File: src/hdl/arm_pkg.sv
// Package: register map, field layout, timing and carrier types for the readback/margin block
`default_nettype none
package arm_pkg;
  // Bus widths
  localparam int ADDR_W = 8;
  localparam int DATA_W = 16;
  // Converter and channel geometry
  localparam int NUM_CH = 8;
  localparam int RES_W = 12;
  localparam int ACC_W = 16;
  localparam int NUM_DAC = 4;
  localparam int CODE_W = 8;
  localparam logic [RES_W-1:0] FULL_SCALE = 12'hfff;
  localparam logic [CODE_W-1:0] MIDCODE = 8'h7f;
  localparam logic [3:0] AVG_LAST_PASS = 4'hf;
  localparam int AVG_SHIFT = 4;
  // Register offsets
  localparam logic [ADDR_W-1:0] REG_CTRL = 8'h00;
  localparam logic [ADDR_W-1:0] REG_CHSEL = 8'h01;
  localparam logic [ADDR_W-1:0] REG_STATUS = 8'h02;
  localparam logic [ADDR_W-1:0] REG_WARN = 8'h03;
  localparam logic [ADDR_W-1:0] REG_DAC_EN = 8'h04;
  localparam logic [ADDR_W-1:0] REG_RANGE = 8'h05;
  localparam logic [ADDR_W-1:0] REG_LIM_MODE = 8'h06;
  localparam logic [ADDR_W-1:0] REG_LIMIT0 = 8'h10;
  localparam logic [ADDR_W-1:0] REG_RESULT0 = 8'h20;
  localparam logic [ADDR_W-1:0] REG_CODE0 = 8'h30;
  localparam logic [ADDR_W-1:0] REG_LOWER0 = 8'h34;
  localparam logic [ADDR_W-1:0] REG_UPPER0 = 8'h38;
  // Control field positions
  localparam int CTRL_RUN = 0;
  localparam int CTRL_CONT = 1;
  localparam int CTRL_AVG = 2;
  // Reset values
  localparam logic [RES_W-1:0] LIMIT_RST = 12'hfff;
  localparam logic [CODE_W-1:0] CODE_RST = 8'h7f;
  localparam logic [CODE_W-1:0] LOWER_RST = 8'h00;
  localparam logic [CODE_W-1:0] UPPER_RST = 8'hff;
  // Timing: per-channel slot and buffer tracking phase
  localparam int CLK_MHZ = 20;
  localparam int CONV_TIME_US = 500;
  localparam int CONV_CYCLES = CONV_TIME_US * CLK_MHZ;
  localparam int TRACK_TIME_NS = 10000;
  localparam int TRACK_CYCLES = (TRACK_TIME_NS * CLK_MHZ + 999) / 1000;
  // Register bus request
  typedef struct packed {
    logic [ADDR_W-1:0] addr;
    logic [DATA_W-1:0] wdata;
    logic wr;
    logic rd;
  } arm_bus_req_s;
  // One margin converter's drive to the analog side
  typedef struct packed {
    logic [CODE_W-1:0] code;
    logic [1:0] range;
    logic track;
    logic drive;
  } arm_dac_out_s;
endpackage : arm_pkg
`default_nettype wire

File: src/hdl/arm_readback_margin.sv
// Readback scheduler, limit supervision and margin converter control
//
// Local design decisions: the plain strobed port and the address map.
`default_nettype none
// Overview of operation
// RL1: Mux steps through any selected channel subset
// RL2: Single pass stops; continuous repeats forever
// RL3: Averaging runs sixteen passes per result
// RL4: Results update only at cycle end
// RL5: Results are 12-bit unsigned codes
// RL6: One limit per channel, over or under
// RL7: Crossed limit warns status and sequencer
// RL8: Start by bus write or sequencer
// RL9: Each selected channel takes about 500 us
// RL10: Four converters take 8-bit codes
// RL11: Four selectable midcode offset ranges
// RL12: Output linear in code around offset
// RL13: Code span +128 / -127 around midcode
// RL14: Enable tracks pin first, then drives
// RL15: Host does closed-loop margining steps
// RL16: Host margins by writing new code
// RL17: Applied code clamped between lower/upper
// RL18: Lower above upper holds buffer off
// RL19: Warnings follow comparison, never latched
// RL20: Compare whenever a result updates
module arm_readback_margin #(
  parameter int CONV_CYC = arm_pkg::CONV_CYCLES,
  parameter int TRACK_CYC = arm_pkg::TRACK_CYCLES
) (
  // Clock and reset
  input wire logic sys_clk,
  input wire logic rst_n,
  // Register port
  input wire arm_pkg::arm_bus_req_s bus_req,
  output logic [arm_pkg::DATA_W-1:0] bus_rdata,
  // Converter front end
  output logic [2:0] adc_mux_sel,
  output logic adc_start,
  input wire logic adc_done,
  input wire logic [arm_pkg::RES_W-1:0] adc_data,
  // Sequencing engine link
  input wire logic se_rr_start,
  output logic [arm_pkg::NUM_CH-1:0] se_warn,
  // Margin converters
  output arm_pkg::arm_dac_out_s [arm_pkg::NUM_DAC-1:0] dac_out
);

  // Scheduler states
  typedef enum logic [1:0] {ARM_IDLE, ARM_START, ARM_WAIT} arm_state_e;

  // Lowest selected channel at or above start; bit 3 flags none left
  function automatic logic [3:0] find_sel(input logic [7:0] sel, input logic [3:0] start);
    logic [3:0] hit;
    hit = 4'h8;
    for (int i = 7; i >= 0; i--)
    begin
      if (sel[i] && (4'(i) >= start))
      begin
        hit = 4'(i);
      end
    end
    return hit;
  endfunction : find_sel

  // Applied code: written code held inside the limits
  function automatic logic [7:0] clamp(input logic [7:0] c, input logic [7:0] lo, input logic [7:0] hi);
    if (c < lo)
    begin
      return lo;
    end
    else if (c > hi)
    begin
      return hi;
    end
    return c;
  endfunction : clamp

  // Software settings
  logic run_cont; // Continuous walk
  logic run_avg; // Sixteen-pass averaging
  logic [7:0] ch_sel; // Channels to convert
  logic [7:0] lim_over; // 1: maximum bound, 0: minimum bound
  logic [arm_pkg::RES_W-1:0] limit [arm_pkg::NUM_CH]; // One threshold per channel
  logic [3:0] dac_en; // Converter enables
  logic [7:0] dac_range; // Two bits per converter
  logic [7:0] code [arm_pkg::NUM_DAC]; // Written codes
  logic [7:0] lower [arm_pkg::NUM_DAC]; // Lower clamp
  logic [7:0] upper [arm_pkg::NUM_DAC]; // Upper clamp
  // Scheduler state
  arm_state_e state;
  logic [2:0] ch; // Channel in conversion
  logic [3:0] pass_cnt; // Averaging pass count
  logic [15:0] slot_cnt; // Cycles spent in this slot
  logic got; // Sample taken this slot
  // Results
  logic [arm_pkg::ACC_W-1:0] acc [arm_pkg::NUM_CH]; // Running sums
  logic [arm_pkg::RES_W-1:0] result [arm_pkg::NUM_CH]; // Published codes
  // Buffer enable sequencing
  logic [15:0] track_cnt [arm_pkg::NUM_DAC];

  // Decoded strobes and scheduler events
  logic wr_ctrl;
  logic start_req;
  logic stop_req;
  logic capture;
  logic slot_done;
  logic [3:0] next_ch;
  logic [3:0] first_ch;
  logic pass_end;
  logic publish;

  assign wr_ctrl = bus_req.wr && (bus_req.addr == arm_pkg::REG_CTRL);
  // Start from a bus write or a sequencer state entry
  assign start_req = (wr_ctrl && bus_req.wdata[arm_pkg::CTRL_RUN]) || se_rr_start; // RL8
  assign stop_req = wr_ctrl && !bus_req.wdata[arm_pkg::CTRL_RUN];
  assign capture = (state == ARM_WAIT) && adc_done && !got;
  // Slot ends only when the sample is in and the slot time is spent
  assign slot_done = (state == ARM_WAIT) && got && (slot_cnt >= 16'(CONV_CYC - 1)); // RL9
  assign next_ch = find_sel(ch_sel, {1'b0, ch} + 4'h1); // RL1
  assign first_ch = find_sel(ch_sel, 4'h0); // RL1
  assign pass_end = slot_done && next_ch[3];
  // Averaging holds results back until the sixteenth pass
  assign publish = pass_end && (!run_avg || (pass_cnt == arm_pkg::AVG_LAST_PASS)); // RL3 RL4

  // Software-written settings
  always_ff @(posedge sys_clk)
  begin
    if (!rst_n)
    begin
      run_cont <= 1'b0;
      run_avg <= 1'b0;
      ch_sel <= 8'h00;
      lim_over <= 8'hff;
      dac_en <= 4'h0;
      dac_range <= 8'h00;
      for (int i = 0; i < arm_pkg::NUM_CH; i++)
      begin
        limit[i] <= arm_pkg::LIMIT_RST;
      end
      for (int d = 0; d < arm_pkg::NUM_DAC; d++)
      begin
        code[d] <= arm_pkg::CODE_RST;
        lower[d] <= arm_pkg::LOWER_RST;
        upper[d] <= arm_pkg::UPPER_RST;
      end
    end
    else if (bus_req.wr)
    begin
      // Decode by offset; unmapped writes are dropped
      if (wr_ctrl)
      begin
        run_cont <= bus_req.wdata[arm_pkg::CTRL_CONT]; // RL2
        run_avg <= bus_req.wdata[arm_pkg::CTRL_AVG];
      end
      if (bus_req.addr == arm_pkg::REG_CHSEL)
      begin
        ch_sel <= bus_req.wdata[7:0]; // RL1
      end
      if (bus_req.addr == arm_pkg::REG_LIM_MODE)
      begin
        lim_over <= bus_req.wdata[7:0]; // RL6
      end
      if (bus_req.addr == arm_pkg::REG_DAC_EN)
      begin
        dac_en <= bus_req.wdata[3:0];
      end
      if (bus_req.addr == arm_pkg::REG_RANGE)
      begin
        dac_range <= bus_req.wdata[7:0]; // RL11
      end
      if (bus_req.addr[7:3] == arm_pkg::REG_LIMIT0[7:3])
      begin
        limit[bus_req.addr[2:0]] <= bus_req.wdata[arm_pkg::RES_W-1:0]; // RL6
      end
      if (bus_req.addr[7:2] == arm_pkg::REG_CODE0[7:2])
      begin
        code[bus_req.addr[1:0]] <= bus_req.wdata[7:0]; // RL10
      end
      if (bus_req.addr[7:2] == arm_pkg::REG_LOWER0[7:2])
      begin
        lower[bus_req.addr[1:0]] <= bus_req.wdata[7:0];
      end
      if (bus_req.addr[7:2] == arm_pkg::REG_UPPER0[7:2])
      begin
        upper[bus_req.addr[1:0]] <= bus_req.wdata[7:0];
      end
    end
  end

  // Round-robin scheduler
  always_ff @(posedge sys_clk)
  begin
    if (!rst_n)
    begin
      state <= ARM_IDLE;
      ch <= 3'h0;
      pass_cnt <= 4'h0;
      slot_cnt <= 16'h0000;
      got <= 1'b0;
      adc_start <= 1'b0;
      adc_mux_sel <= 3'h0;
    end
    else
    begin
      adc_start <= 1'b0;
      if (stop_req)
      begin
        // Software stop abandons the walk; partial sums are dropped
        state <= ARM_IDLE;
      end
      else
      begin
        case (state)
          ARM_IDLE:
          begin
            // Empty selection gives nothing to walk
            if (start_req && !first_ch[3])
            begin
              ch <= first_ch[2:0];
              pass_cnt <= 4'h0;
              state <= ARM_START;
            end
          end
          ARM_START:
          begin
            adc_mux_sel <= ch; // RL1
            adc_start <= 1'b1;
            slot_cnt <= 16'h0000;
            got <= 1'b0;
            state <= ARM_WAIT;
          end
          ARM_WAIT:
          begin
            slot_cnt <= slot_cnt + 16'h0001;
            if (capture)
            begin
              got <= 1'b1;
            end
            if (slot_done && !next_ch[3])
            begin
              ch <= next_ch[2:0];
              state <= ARM_START;
            end
            else if (pass_end)
            begin
              pass_cnt <= publish ? 4'h0 : pass_cnt + 4'h1; // RL3
              // Single pass stops; continuous or unfinished averaging walks again
              if (run_cont || !publish || first_ch[3])
              begin
                ch <= first_ch[2:0];
                state <= first_ch[3] ? ARM_IDLE : ARM_START; // RL2
              end
              else
              begin
                state <= ARM_IDLE; // RL2
              end
            end
          end
          default:
          begin
            state <= ARM_IDLE;
          end
        endcase
      end
    end
  end

  // Sums and published results
  always_ff @(posedge sys_clk)
  begin
    if (!rst_n)
    begin
      for (int i = 0; i < arm_pkg::NUM_CH; i++)
      begin
        acc[i] <= 16'h0000;
        result[i] <= 12'h000;
      end
    end
    else if (state == ARM_IDLE)
    begin
      // Fresh sums for every new run
      for (int i = 0; i < arm_pkg::NUM_CH; i++)
      begin
        acc[i] <= 16'h0000;
      end
    end
    else if (capture)
    begin
      acc[ch] <= acc[ch] + {4'h0, adc_data}; // RL5
    end
    else if (publish)
    begin
      // Only channels walked this run are replaced
      for (int i = 0; i < arm_pkg::NUM_CH; i++)
      begin
        if (ch_sel[i])
        begin
          result[i] <= run_avg ? acc[i][arm_pkg::AVG_SHIFT +: arm_pkg::RES_W] : acc[i][arm_pkg::RES_W-1:0]; // RL4
        end
        acc[i] <= 16'h0000;
      end
    end
  end

  // Live limit comparison; a new result is judged on the next edge
  always_ff @(posedge sys_clk)
  begin
    if (!rst_n)
    begin
      se_warn <= 8'h00;
    end
    else
    begin
      for (int i = 0; i < arm_pkg::NUM_CH; i++)
      begin
        se_warn[i] <= lim_over[i] ? (result[i] > limit[i]) : (result[i] < limit[i]); // RL6 RL7 RL19 RL20
      end
    end
  end

  // Margin converter drive: track first, then switch to the code
  always_ff @(posedge sys_clk)
  begin
    if (!rst_n)
    begin
      for (int d = 0; d < arm_pkg::NUM_DAC; d++)
      begin
        dac_out[d] <= '{code: arm_pkg::CODE_RST, range: 2'b00, track: 1'b0, drive: 1'b0};
        track_cnt[d] <= 16'h0000;
      end
    end
    else
    begin
      for (int d = 0; d < arm_pkg::NUM_DAC; d++)
      begin
        dac_out[d].code <= clamp(code[d], lower[d], upper[d]); // RL17 RL12 RL13
        dac_out[d].range <= dac_range[2*d +: 2]; // RL11
        // Inverted limits lock the buffer off regardless of enable
        if (!dac_en[d] || (lower[d] > upper[d])) // RL18
        begin
          dac_out[d].track <= 1'b0;
          dac_out[d].drive <= 1'b0;
          track_cnt[d] <= 16'h0000;
        end
        else if (track_cnt[d] < 16'(TRACK_CYC))
        begin
          // Follows the pin without driving so the rail sees no glitch
          dac_out[d].track <= 1'b1; // RL14
          track_cnt[d] <= track_cnt[d] + 16'h0001;
        end
        else
        begin
          dac_out[d].track <= 1'b0;
          dac_out[d].drive <= 1'b1; // RL14
        end
      end
    end
  end

  // Read data, one cycle after the strobe; unmapped reads give zero
  always_ff @(posedge sys_clk)
  begin
    if (!rst_n)
    begin
      bus_rdata <= 16'h0000;
    end
    else
    begin
      bus_rdata <= 16'h0000;
      if (bus_req.rd)
      begin
        if (bus_req.addr == arm_pkg::REG_CTRL)
        begin
          bus_rdata <= {13'h0000, run_avg, run_cont, state != ARM_IDLE};
        end
        else if (bus_req.addr == arm_pkg::REG_CHSEL)
        begin
          bus_rdata <= {8'h00, ch_sel};
        end
        else if (bus_req.addr == arm_pkg::REG_STATUS)
        begin
          bus_rdata <= {8'h00, pass_cnt, ch, state != ARM_IDLE};
        end
        else if (bus_req.addr == arm_pkg::REG_WARN)
        begin
          bus_rdata <= {8'h00, se_warn}; // RL7 RL19
        end
        else if (bus_req.addr == arm_pkg::REG_DAC_EN)
        begin
          bus_rdata <= {12'h000, dac_en};
        end
        else if (bus_req.addr == arm_pkg::REG_RANGE)
        begin
          bus_rdata <= {8'h00, dac_range};
        end
        else if (bus_req.addr == arm_pkg::REG_LIM_MODE)
        begin
          bus_rdata <= {8'h00, lim_over};
        end
        else if (bus_req.addr[7:3] == arm_pkg::REG_LIMIT0[7:3])
        begin
          bus_rdata <= {4'h0, limit[bus_req.addr[2:0]]};
        end
        else if (bus_req.addr[7:3] == arm_pkg::REG_RESULT0[7:3])
        begin
          bus_rdata <= {4'h0, result[bus_req.addr[2:0]]};
        end
        else if (bus_req.addr[7:2] == arm_pkg::REG_CODE0[7:2])
        begin
          bus_rdata <= {8'h00, code[bus_req.addr[1:0]]};
        end
        else if (bus_req.addr[7:2] == arm_pkg::REG_LOWER0[7:2])
        begin
          bus_rdata <= {8'h00, lower[bus_req.addr[1:0]]};
        end
        else if (bus_req.addr[7:2] == arm_pkg::REG_UPPER0[7:2])
        begin
          bus_rdata <= {8'h00, upper[bus_req.addr[1:0]]};
        end
      end
    end
  end

endmodule : arm_readback_margin
`default_nettype wire

File: config.mk
export PLATFORM = sky130hd
export DESIGN_NAME = arm_readback_margin
export DESIGN_NICKNAME = d
export VERILOG_FILES = /design/src/hdl/arm_pkg.sv /design/src/hdl/arm_readback_margin.sv
export SDC_FILE = /design/constraint.sdc
export NUM_CORES = 1
export LEC_CHECK = 0
export ABC_AREA = 0
export ABC_CLOCK_PERIOD_IN_PS = 4800
export BUFFER_PORTS_ARGS = -buffer_cell sky130_fd_sc_hd__buf_2
export CAP_MARGIN = 0
export CORE_MARGIN = 1.5
export CORE_UTILIZATION = 24
export CTS_CLUSTER_SIZE = 40
export DETAILED_ROUTE_END_ITERATION = 10
export GPL_TIMING_DRIVEN = 0
export HOLD_SLACK_MARGIN = 0.02
export PLACE_DENSITY = 0.36
export SYNTH_ARGS = -nofsm -noshare
export SYNTH_HDL_FRONTEND = slang
export SYNTH_SLANG_ARGS = --single-unit
File: constraint.sdc
create_clock -name sys_clk -period 4.8 [get_ports sys_clk]
set_input_delay 0 -clock sys_clk [delete_from_list [all_inputs] [get_ports sys_clk]]
set_output_delay 0 -clock sys_clk [all_outputs]
set_load 0.02 [all_outputs]
---- Word level (Yosys, flattened, before mapping) ----
Memory sizes are Yosys's and may differ from the RTL's. A register that Yosys moved wholly into a read port is not among the register bits.
Cells that the tools add are included.
word-level totals
  register bits ........................... 132
  bits in writable memories ............... 480
  logic and storage cells ................. 454
  memories kept ........................... 7
memories
  name         depth  width  read ports  clocked after Yosys merged registers in  wr ports  RTL line                   text
  acc          8      16     9           1                                        8         arm_readback_margin.sv:96  logic [arm_pkg::ACC_W-1:0] acc [arm_pkg::NUM_CH];
  limit        8      12     9           0                                        8         arm_readback_margin.sv:83  logic [arm_pkg::RES_W-1:0] limit [arm_pkg::NUM_CH];
  result       8      12     9           0                                        8         arm_readback_margin.sv:97  logic [arm_pkg::RES_W-1:0] result [arm_pkg::NUM_CH];
  track_cnt    4      16     4           0                                        4         arm_readback_margin.sv:99  logic [15:0] track_cnt [arm_pkg::NUM_DAC];
  code         4      8      5           0                                        4         arm_readback_margin.sv:86  logic [7:0] code [arm_pkg::NUM_DAC];
  lower        4      8      5           0                                        4         arm_readback_margin.sv:87  logic [7:0] lower [arm_pkg::NUM_DAC];
  +1 memories  n/a    n/a    n/a         n/a                                      n/a       n/a
operators by class
  add/sub/neg operators ................... 8
  $lt $le $gt $ge ......................... 41
  equal/unequal tests ..................... 20
  muxes and demuxes ....................... 242
  bitwise gates (word level) .............. 35
  reduce and logical (&&, ||, !) cells .... 67
operators with widths
  operator                                                             count
  two-way mux 16 bit                                                   25
  two-way mux 12 bit                                                   19
  two-way mux 8 bit                                                    24
  two-way mux 1 bit                                                    134
  greater-than comparator 12 bit                                       8
  less-than comparator 12 bit                                          8
  adder 16 x 1 -> 16 bit, second input constant                        5
  two-way mux 4 bit                                                    20
  greater-than comparator 8 bit                                        8
  less-than comparator 16 x 8 -> 1 bit, second input constant          4
  less-than comparator 8 bit                                           4
  bitwise OR 1 bit                                                     32
  case mux 16 bit (2 select lines)                                     1
  two-way mux 3 bit                                                    9
  == test 8 x 3 -> 1 bit, second input constant                        3
  OR reduction 8 bit                                                   3
  logical AND 1 bit                                                    19
  == test 6 x 4 -> 1 bit, second input constant                        3
  AND reduction 2 bit                                                  9
  adder 16 x 12 -> 16 bit                                              1
  == test 8 x 2 -> 1 bit, second input constant                        2
  greater-or-equal comparator 16 x 14 -> 1 bit, second input constant  1
  greater-or-equal comparator 3 x 4 -> 1 bit, first input constant     4
  OR reduction 16 bit                                                  1
  31 further kinds                                                     66

---- Logic depth before layout (Yosys ltp) ----
Gate-level depths: netlist of the first run.
  depth after elaboration ................. 22
  depth in mapped cells ................... 15

---- Least setup slack after synthesis of the first run ----
OpenSTA, ideal clock, no wires.
  path type ............................... flip-flop to flip-flop
  start ................................... register (tool-made name)
  end ..................................... memory acc[0][12] (netlist bit), data pin
  library setup time ...................... 0.271 ns
  arrival time ............................ 3.636 ns
  required time ........................... 4.529 ns
  setup slack ............................. 0.893 ns
  stages on the path, launching flop included .. 16
  buffers on the path ..................... 3
  period minus slack after synthesis ...... 3.907 ns
  cell sequence ........................... dfxtp_1 buf_4 buf_2 buf_2 mux4_2 mux2_2 ha_1 inv_1 fa_1 nor2b_1 o31a_1 o211a_1 o31ai_1 a21oi_1 xor2_1 nor2_1
RTL lines
  what              RTL line
  end: declaration  arm_readback_margin.sv:96

==> key figures, run 1 <==
Timing
  – Headroom to the max-slew limit: 11.2%
  – Final period util: 92.1%
  – Worst Hold Slack: 0.0503 ns
  – Setup TNS: 0 ns
  – Slew Limit Fails: 0
  – Worst Slack Setup Final: 0.377 ns
  – Worst-margin pin slew: 1.32 ns
  – Min Tclk post-route: 4.42 ns
  – Fmax: 226 MHz
  – Unrepaired setup endpoints after global routing: false
  – Final-report setup violation count: 0
  – Worst Skew: 0.0306 ns
  – Hold Vio Cnt, Final: 0

GRT
  – Initial antenna violation count: 7
  – Vias in the first global route: 24200
  – First-pass GRT wire length: 189 mm
  – GRT overflow: 0
  – Largest net degree at the start of global routing: 17
  – GRT Total Usage: 18.9%

Setup path
  – CP delay by family, top: buffers and inverters
  – Nature of the critical path endpoint: flop
  – Required @ worst endpoint: 5.17 ns
  – WP buf/inv: 3
  – CP Launch Type: flop
  – Worst-path maximum fanout: 10
  – Critical path class: reg -> reg
  – WP data arrival: 4.79 ns
  – Slowest library cell on the worst path: xor2_1
  – CP peak stage delay: 0.94 ns
  – CP cell instances: buf_1 > clkbuf_1 > mux2i_1 > inv_1 > ha_1 > a21oi_1 > o211ai_2 > o21ai_0 > xor2_1 > nor2_1

Power and ir drop
  – PwrDens: 359 nW/um^2
  – Leak pwr: 15.0 nW
  – Peak VDD IR: 0.251 mV

Synth
  – Post-Synth Simple-Gate Area: 13.9%
  – Largest family of logic cells by synthesized area: simple AND/OR/NAND/NOR gates
  – Synth cell types: 82
  – Primary FF master, synth: edfxtp_1
  – Post-synthesis register bit count: 611
  – Cell with the most instances after synthesis: edfxtp_1
  – Register area share after synthesis: 50.7%
  – Ys async rst share: 0%
  – Mux cell area share after synthesis: 13.1%
  – Post-synthesis cell area: 33600 sq um
  – Avg Inst Size Synth: 11.3 sq um
  – Post-synth top area share: 42.9%
  – Adder-cell share of the synthesized area: 7.95%
  – Complex-gate fraction of the synthesized area: 8.43%
  – Synth top area cells: edfxtp_1, ha_1, dfxtp_1
  – Synthesis Warnings: 0
  – XOR/XNOR share of the synthesized area: 1.28%
  – Post-Synthesis Cells: 2982
  – Post-synth top cells: edfxtp_1, nor2_1, inv_1
  – Cell taking the most area after synthesis: edfxtp_1
  – Post-synth EDFFs: 480

Routing
  – DRT antenna net count: 0
  – Starting DRC count in detailed routing: 1705
  – First-pass DRT Iterations: 7
  – Drt drc: 0
  – WL final: 136 mm
  – Via count: 24300
  – Drt wl/cell: 26.2 um
  – Vias/cell: 4.69

Clock tree
  – CTS clk-pin slew, worst paths: 0.07 ns
  – Root Buffer: clkbuf_16
  – H-tree levels: 3
  – Maximum clock path buffer count: 3
  – Clock sink count: 611
  – TritonCTS clock tree: yes
  – CTS Buf Count: 78
  – Clock latency on the worst-skew pair: 0.69 ns

Worst hold path
  – Worst min-delay path startpoint: rst_n
  – Class of the worst hold path: in -> reg

Layout
  – Final core occ: 28.5%
  – FILL cells: 14600
  – Number of nets in the layout: 3499
  – Proportion of layout cells with a drive suffix above 1: 14.6%
  – Fin area: 39700 sq um
  – Area growth syn-to-layout: 18.1%

Placed design
  – Gpl congestion: 0.869
  – DP Area: 36800 sq um
  – DP Worst Slack: -0.874 ns
  – Port bufs: 105
  – DP HPWL: 107 mm

Floorplan
  – Die width: 377 um
  – Core Box Area: 139000 sq um
  – # IOs: 118
  – Initial core utilization: 24.1%
  – Full die area: 142000 sq um
  – Site Rows: 137
  – Die H: 377 um

Run status
  – Status: completed

Flow run
  – Maximum Capacitance Violations: 0
## cell families after synthesis
kind of cell | after synthesis
AO/OA/AOI/OAI | 432
XOR/XNOR | 49
adder cells (fa/ha/maj) | 213
buffers and inverters | 388
flip-flops | 611
multiplexers | 316
other | 1
AND/OR/NAND/NOR | 972
## worst min-delay path, delay by kind of cell
| family | cells | cell delay (ns) |
|---|---|---|
| and+or+nand+nor | 2 | 0.28 |
| buffers and inverters | 1 | 0.32 |
| AOI/OAI and AO/OA | 1 | 0.09 |
## where the power goes
group	switching (mW)	internal (mW)
registers	0.363	6.05
logic	1.20	0.662
clock network	2.49	3.48
total	4.05	10.2
## final cells by class
type	count	area [sq um]	share of cell area, %
Sequential cell	611	17000	42.9
Buffer	166	716	1.80
Timing Repair Buffer	148	936	2.36
Clock inverter	43	427	1.08
Clock buffer	99	2100	5.30
Multi-Input combinational cell	2018	15300	38.5
Antenna cell	4	10.0	0.0252
Tap cell	1876	2350	5.92
Inverter	221	830	2.09
## worst paths after layout
check	endpoint	slack (ns)	cells past startpoint
worst max-delay path	acc[4][7]	0.38	10
worst min-delay path	dac_out[0]	0.05	4
worst max register to register	acc[4][7]	0.38	10
worst min register to register	dac_out[36]	0.46	1
## layer usage
layer	routed length (um)	global-route usage [%]
met1	62200	25.4
met5	18	0
met3	5740	2.87
met2	63500	30.9
met4	4370	6.15
## cells in the final DEF (no fill, tap or decap), drive strengths merged, types with 110 or more instances in the layout
cell type and count:
inv 225, nor2 386, a21oi 119, buf 173, dfxtp 131, mux2i 174
nand2 163, o21ai 110, ha 212, clkbuf 215, or3 159, edfxtp 480
## flip-flops by register name, summed over array words and instances, names as in the netlist, 4 cells and up, named ones only
signal,flops
acc,128
dac_en,4
bus_rdata,12
dac_out,48
ch_sel,8
limit,96
slot_cnt,16
lim_over,8
dac_range,8
upper,32
result,96
code,32
track_cnt,64
lower,32
pass_cnt,4
se_warn,8
## stage by stage
step           instances  total power, mW
5_1_grt             5183             14.8
3_3_place_gp        4998             8.35
2_1_floorplan       3017             7.42
6_report            5186             14.3
4_1_cts             5182             14.4
3_5_place_dp        5011             8.35
## timing repair
item,4_1_cts,5_1_grt
pin swaps,2,0
hold endpoints to repair,100,0
hold buffers,25,0
buffers inserted,4,0
gates resized for setup,14,3
setup endpoints to repair,76,56
No activity file was read; power rests on OpenSTA's default activity.
==> run 2, diff against run 1 <==
==> constraint.sdc (replaced) <==
create_clock -name sys_clk -period 4.8 [get_ports sys_clk]
set_input_delay 0.96 -clock sys_clk [delete_from_list [all_inputs] [get_ports sys_clk]]
set_output_delay 0.96 -clock sys_clk [all_outputs]
set_load 0.02 [all_outputs]
==> run 2 against run 1 <==
Via count down 0.28%. Largest cell class unchanged. Largest power group unchanged. Utilization down 0.18 points. Critical path depth up 4. Combinational power about the same. Clock power about the same. Non-clock buffer count down 25. Hold slack better by 0.41 ns.
==> key figures, run 2 (synthesis gave the netlist of run 1 again) <==
Timing
  – Final-report setup violation count: 0
  – Worst Slack Setup Final: 0.370 ns
  – Headroom to the max-slew limit: 13.7%
  – Slew Limit Fails: 0
  – Worst Skew: 0.0333 ns
  – Worst-margin pin slew: 1.28 ns
  – Hold Vio Cnt, Final: 0
  – Unrepaired setup endpoints after global routing: false
  – Fmax: 226 MHz
  – Min Tclk post-route: 4.43 ns
  – Final period util: 92.3%

Placed design
  – Gpl congestion: 0.869
  – Post-Place Cells: 5011
  – Port bufs: 105
  – DP HPWL: 107 mm
  – DP Worst Slack: -0.874 ns

Setup path
  – Worst-path maximum fanout: 10
  – Flop2flop setup slack: 0.37 ns
  – Required @ worst endpoint: 5.21 ns
  – CP Launch Type: flop
  – Nature of the critical path endpoint: flop
  – Critical path class: reg -> reg
  – Cells on worst reg2reg path: 14
  – Worst R2R End: acc[3][12]
  – WP data arrival: 4.84 ns

Floorplan
  – Die H: 377 um
  – Site Rows: 137
  – Die width: 377 um
  – Initial core utilization: 24.1%
  – Full die area: 142000 sq um
  – Core Box Area: 139000 sq um
  – # IOs: 118

Clock tree
  – Clock sink count: 611
  – Clock latency on the worst-skew pair: 0.70 ns
  – TritonCTS clock tree: yes
  – CTS clk-pin slew, worst paths: 0.05 ns
  – Root Buffer: clkbuf_16
  – Hold buffers post-CTS: 0
  – CTS Buf Count: 78
  – H-tree levels: 3
  – Maximum clock path buffer count: 3

Routing
  – DRT antenna net count: 0
  – Starting DRC count in detailed routing: 1690
  – First-pass DRT Iterations: 8
  – Via count: 24200
  – Drt drc: 0
  – Vias/cell: 4.70
  – Drt wl/cell: 26.3 um
  – WL final: 136 mm

GRT
  – First-pass GRT wire length: 189 mm
  – Largest net degree at the start of global routing: 17
  – GRT Total Usage: 18.9%
  – Initial antenna violation count: 9
  – Vias in the first global route: 24100
  – GRT overflow: 0

Power and ir drop
  – Leak pwr: 14.9 nW
  – PwrDens: 361 nW/um^2
  – Peak VDD IR: 0.252 mV

Layout
  – Proportion of layout cells with a drive suffix above 1: 14.7%
  – Most frequent cells in the layout: edfxtp_1, nor2_1, inv_1
  – Max reg flops: 128
  – Area growth syn-to-layout: 17.3%
  – Biggest regs: acc: 128 flops, limit: 96 flops, result: 96 flops
  – Most flops, register: acc
  – Post-Layout Cell Count: 5159
  – Most common cell after layout, fill and taps aside: edfxtp_1
  – FILL cells: 14600
  – Number of nets in the layout: 3474

Worst hold path
  – Hold path depth: 1
  – Worst min-delay path startpoint: dac_out[36]
  – Hold Path Sink: dac_out[36]
  – Class of the worst hold path: reg -> reg

Run status
  – Status: completed

Flow run
  – Maximum Capacitance Violations: 0
-- run 2: cell types whose count changed in the layout (fill, tap and decap cells not counted) --
cell,previous run,this run
diode_2,4,2
dlygate4sd3_1,25,0
-- run 2: worst max path at each step --
stage,slack (ns),to,startpoint,cells past startpoint
after floorplan,0.89,acc[0][12],flop,15
after global placement,-0.93,acc[7][9],flop,13
after detailed placement,-0.87,acc[5][10],flop,14
after CTS,0.05,acc[3][12],flop,15
after global routing,0.09,acc[7][7],flop,10
final,0.37,acc[3][12],flop,14
-- run 2: layout make-up --
type,count,area (sq um),share of cell area (%)
Sequential cell,611,17000,43.2
Tap cell,1876,2350,5.95
Clock buffer,99,2100,5.34
Clock inverter,43,427,1.08
Timing Repair Buffer,123,686,1.74
Multi-Input combinational cell,2018,15300,38.7
Antenna cell,2,5.00,0.0127
Inverter,221,830,2.10
Buffer,166,716,1.82
-- run 2: where the power goes --
part | leakage (nW) | total (mW) | switching, mW | internal (mW)
Sequential | 6.21 | 6.42 | 0.362 | 6.05
Clock | 1.22 | 5.99 | 2.50 | 3.48
Combinational | 7.46 | 1.84 | 1.19 | 0.649
Total | 14.9 | 14.2 | 4.06 | 10.2
-- run 2: routing by layer --
| layer | part of all wire, % | vias up | track usage, % | routed length [um] |
|---|---|---|---|---|
| met5 | 0.010 | - | 0 | 14 |
| met4 | 3.2 | 2 | 6.15 | 4390 |
| met3 | 4.6 | 179 | 2.85 | 6260 |
| met2 | 47 | 675 | 30.9 | 63500 |
| met1 | 45 | 12000 | 25.4 | 61500 |
| li1 | - | 11300 | - | - |
-- run 2: critical path, stage by stage, from the launching register on --
cell and delay [ns]:
dfxtp_2 0.48, buf_2 0.38, buf_2 0.35, mux4_2 0.41, mux2_2 0.33, ha_1 0.20
inv_1 0.07, fa_1 0.20, nor2b_1 0.06, o31a_1 0.28, o211a_1 0.24, o31ai_1 0.43
a21oi_1 0.24, xor2_4 0.39, nor2_1 0.09
-- run 2: per-stage QoR --
| stage | TNS, ns | cell area (sq um) | utilization [%] | power, mW | hold slack (ns) |
|---|---|---|---|---|---|
| finish | 0 | 39400 | 28.3 | 14.2 | 0.463 |
| global route | 0 | 39400 | 28.3 | 14.7 | 0.502 |
| CTS | 0 | 39400 | 28.3 | 14.4 | 0.466 |
| detailed placement | -48.17 | 36800 | 26.4 | 8.35 | 0.452 |
| global placement | -149.94 | 36600 | 26.3 | 8.35 | 0.450 |
| floorplan | 0 | 33700 | - | 7.42 | 0.440 |
-- run 2: repair_timing --
| action | in CTS | in global routing |
|---|---|---|
| cloned | 0 | 0 |
| setup endpoints to repair | 76 | 56 |
| resized for setup | 14 | 3 |
| buffers inserted | 4 | 0 |
| pin swaps | 2 | 0 |
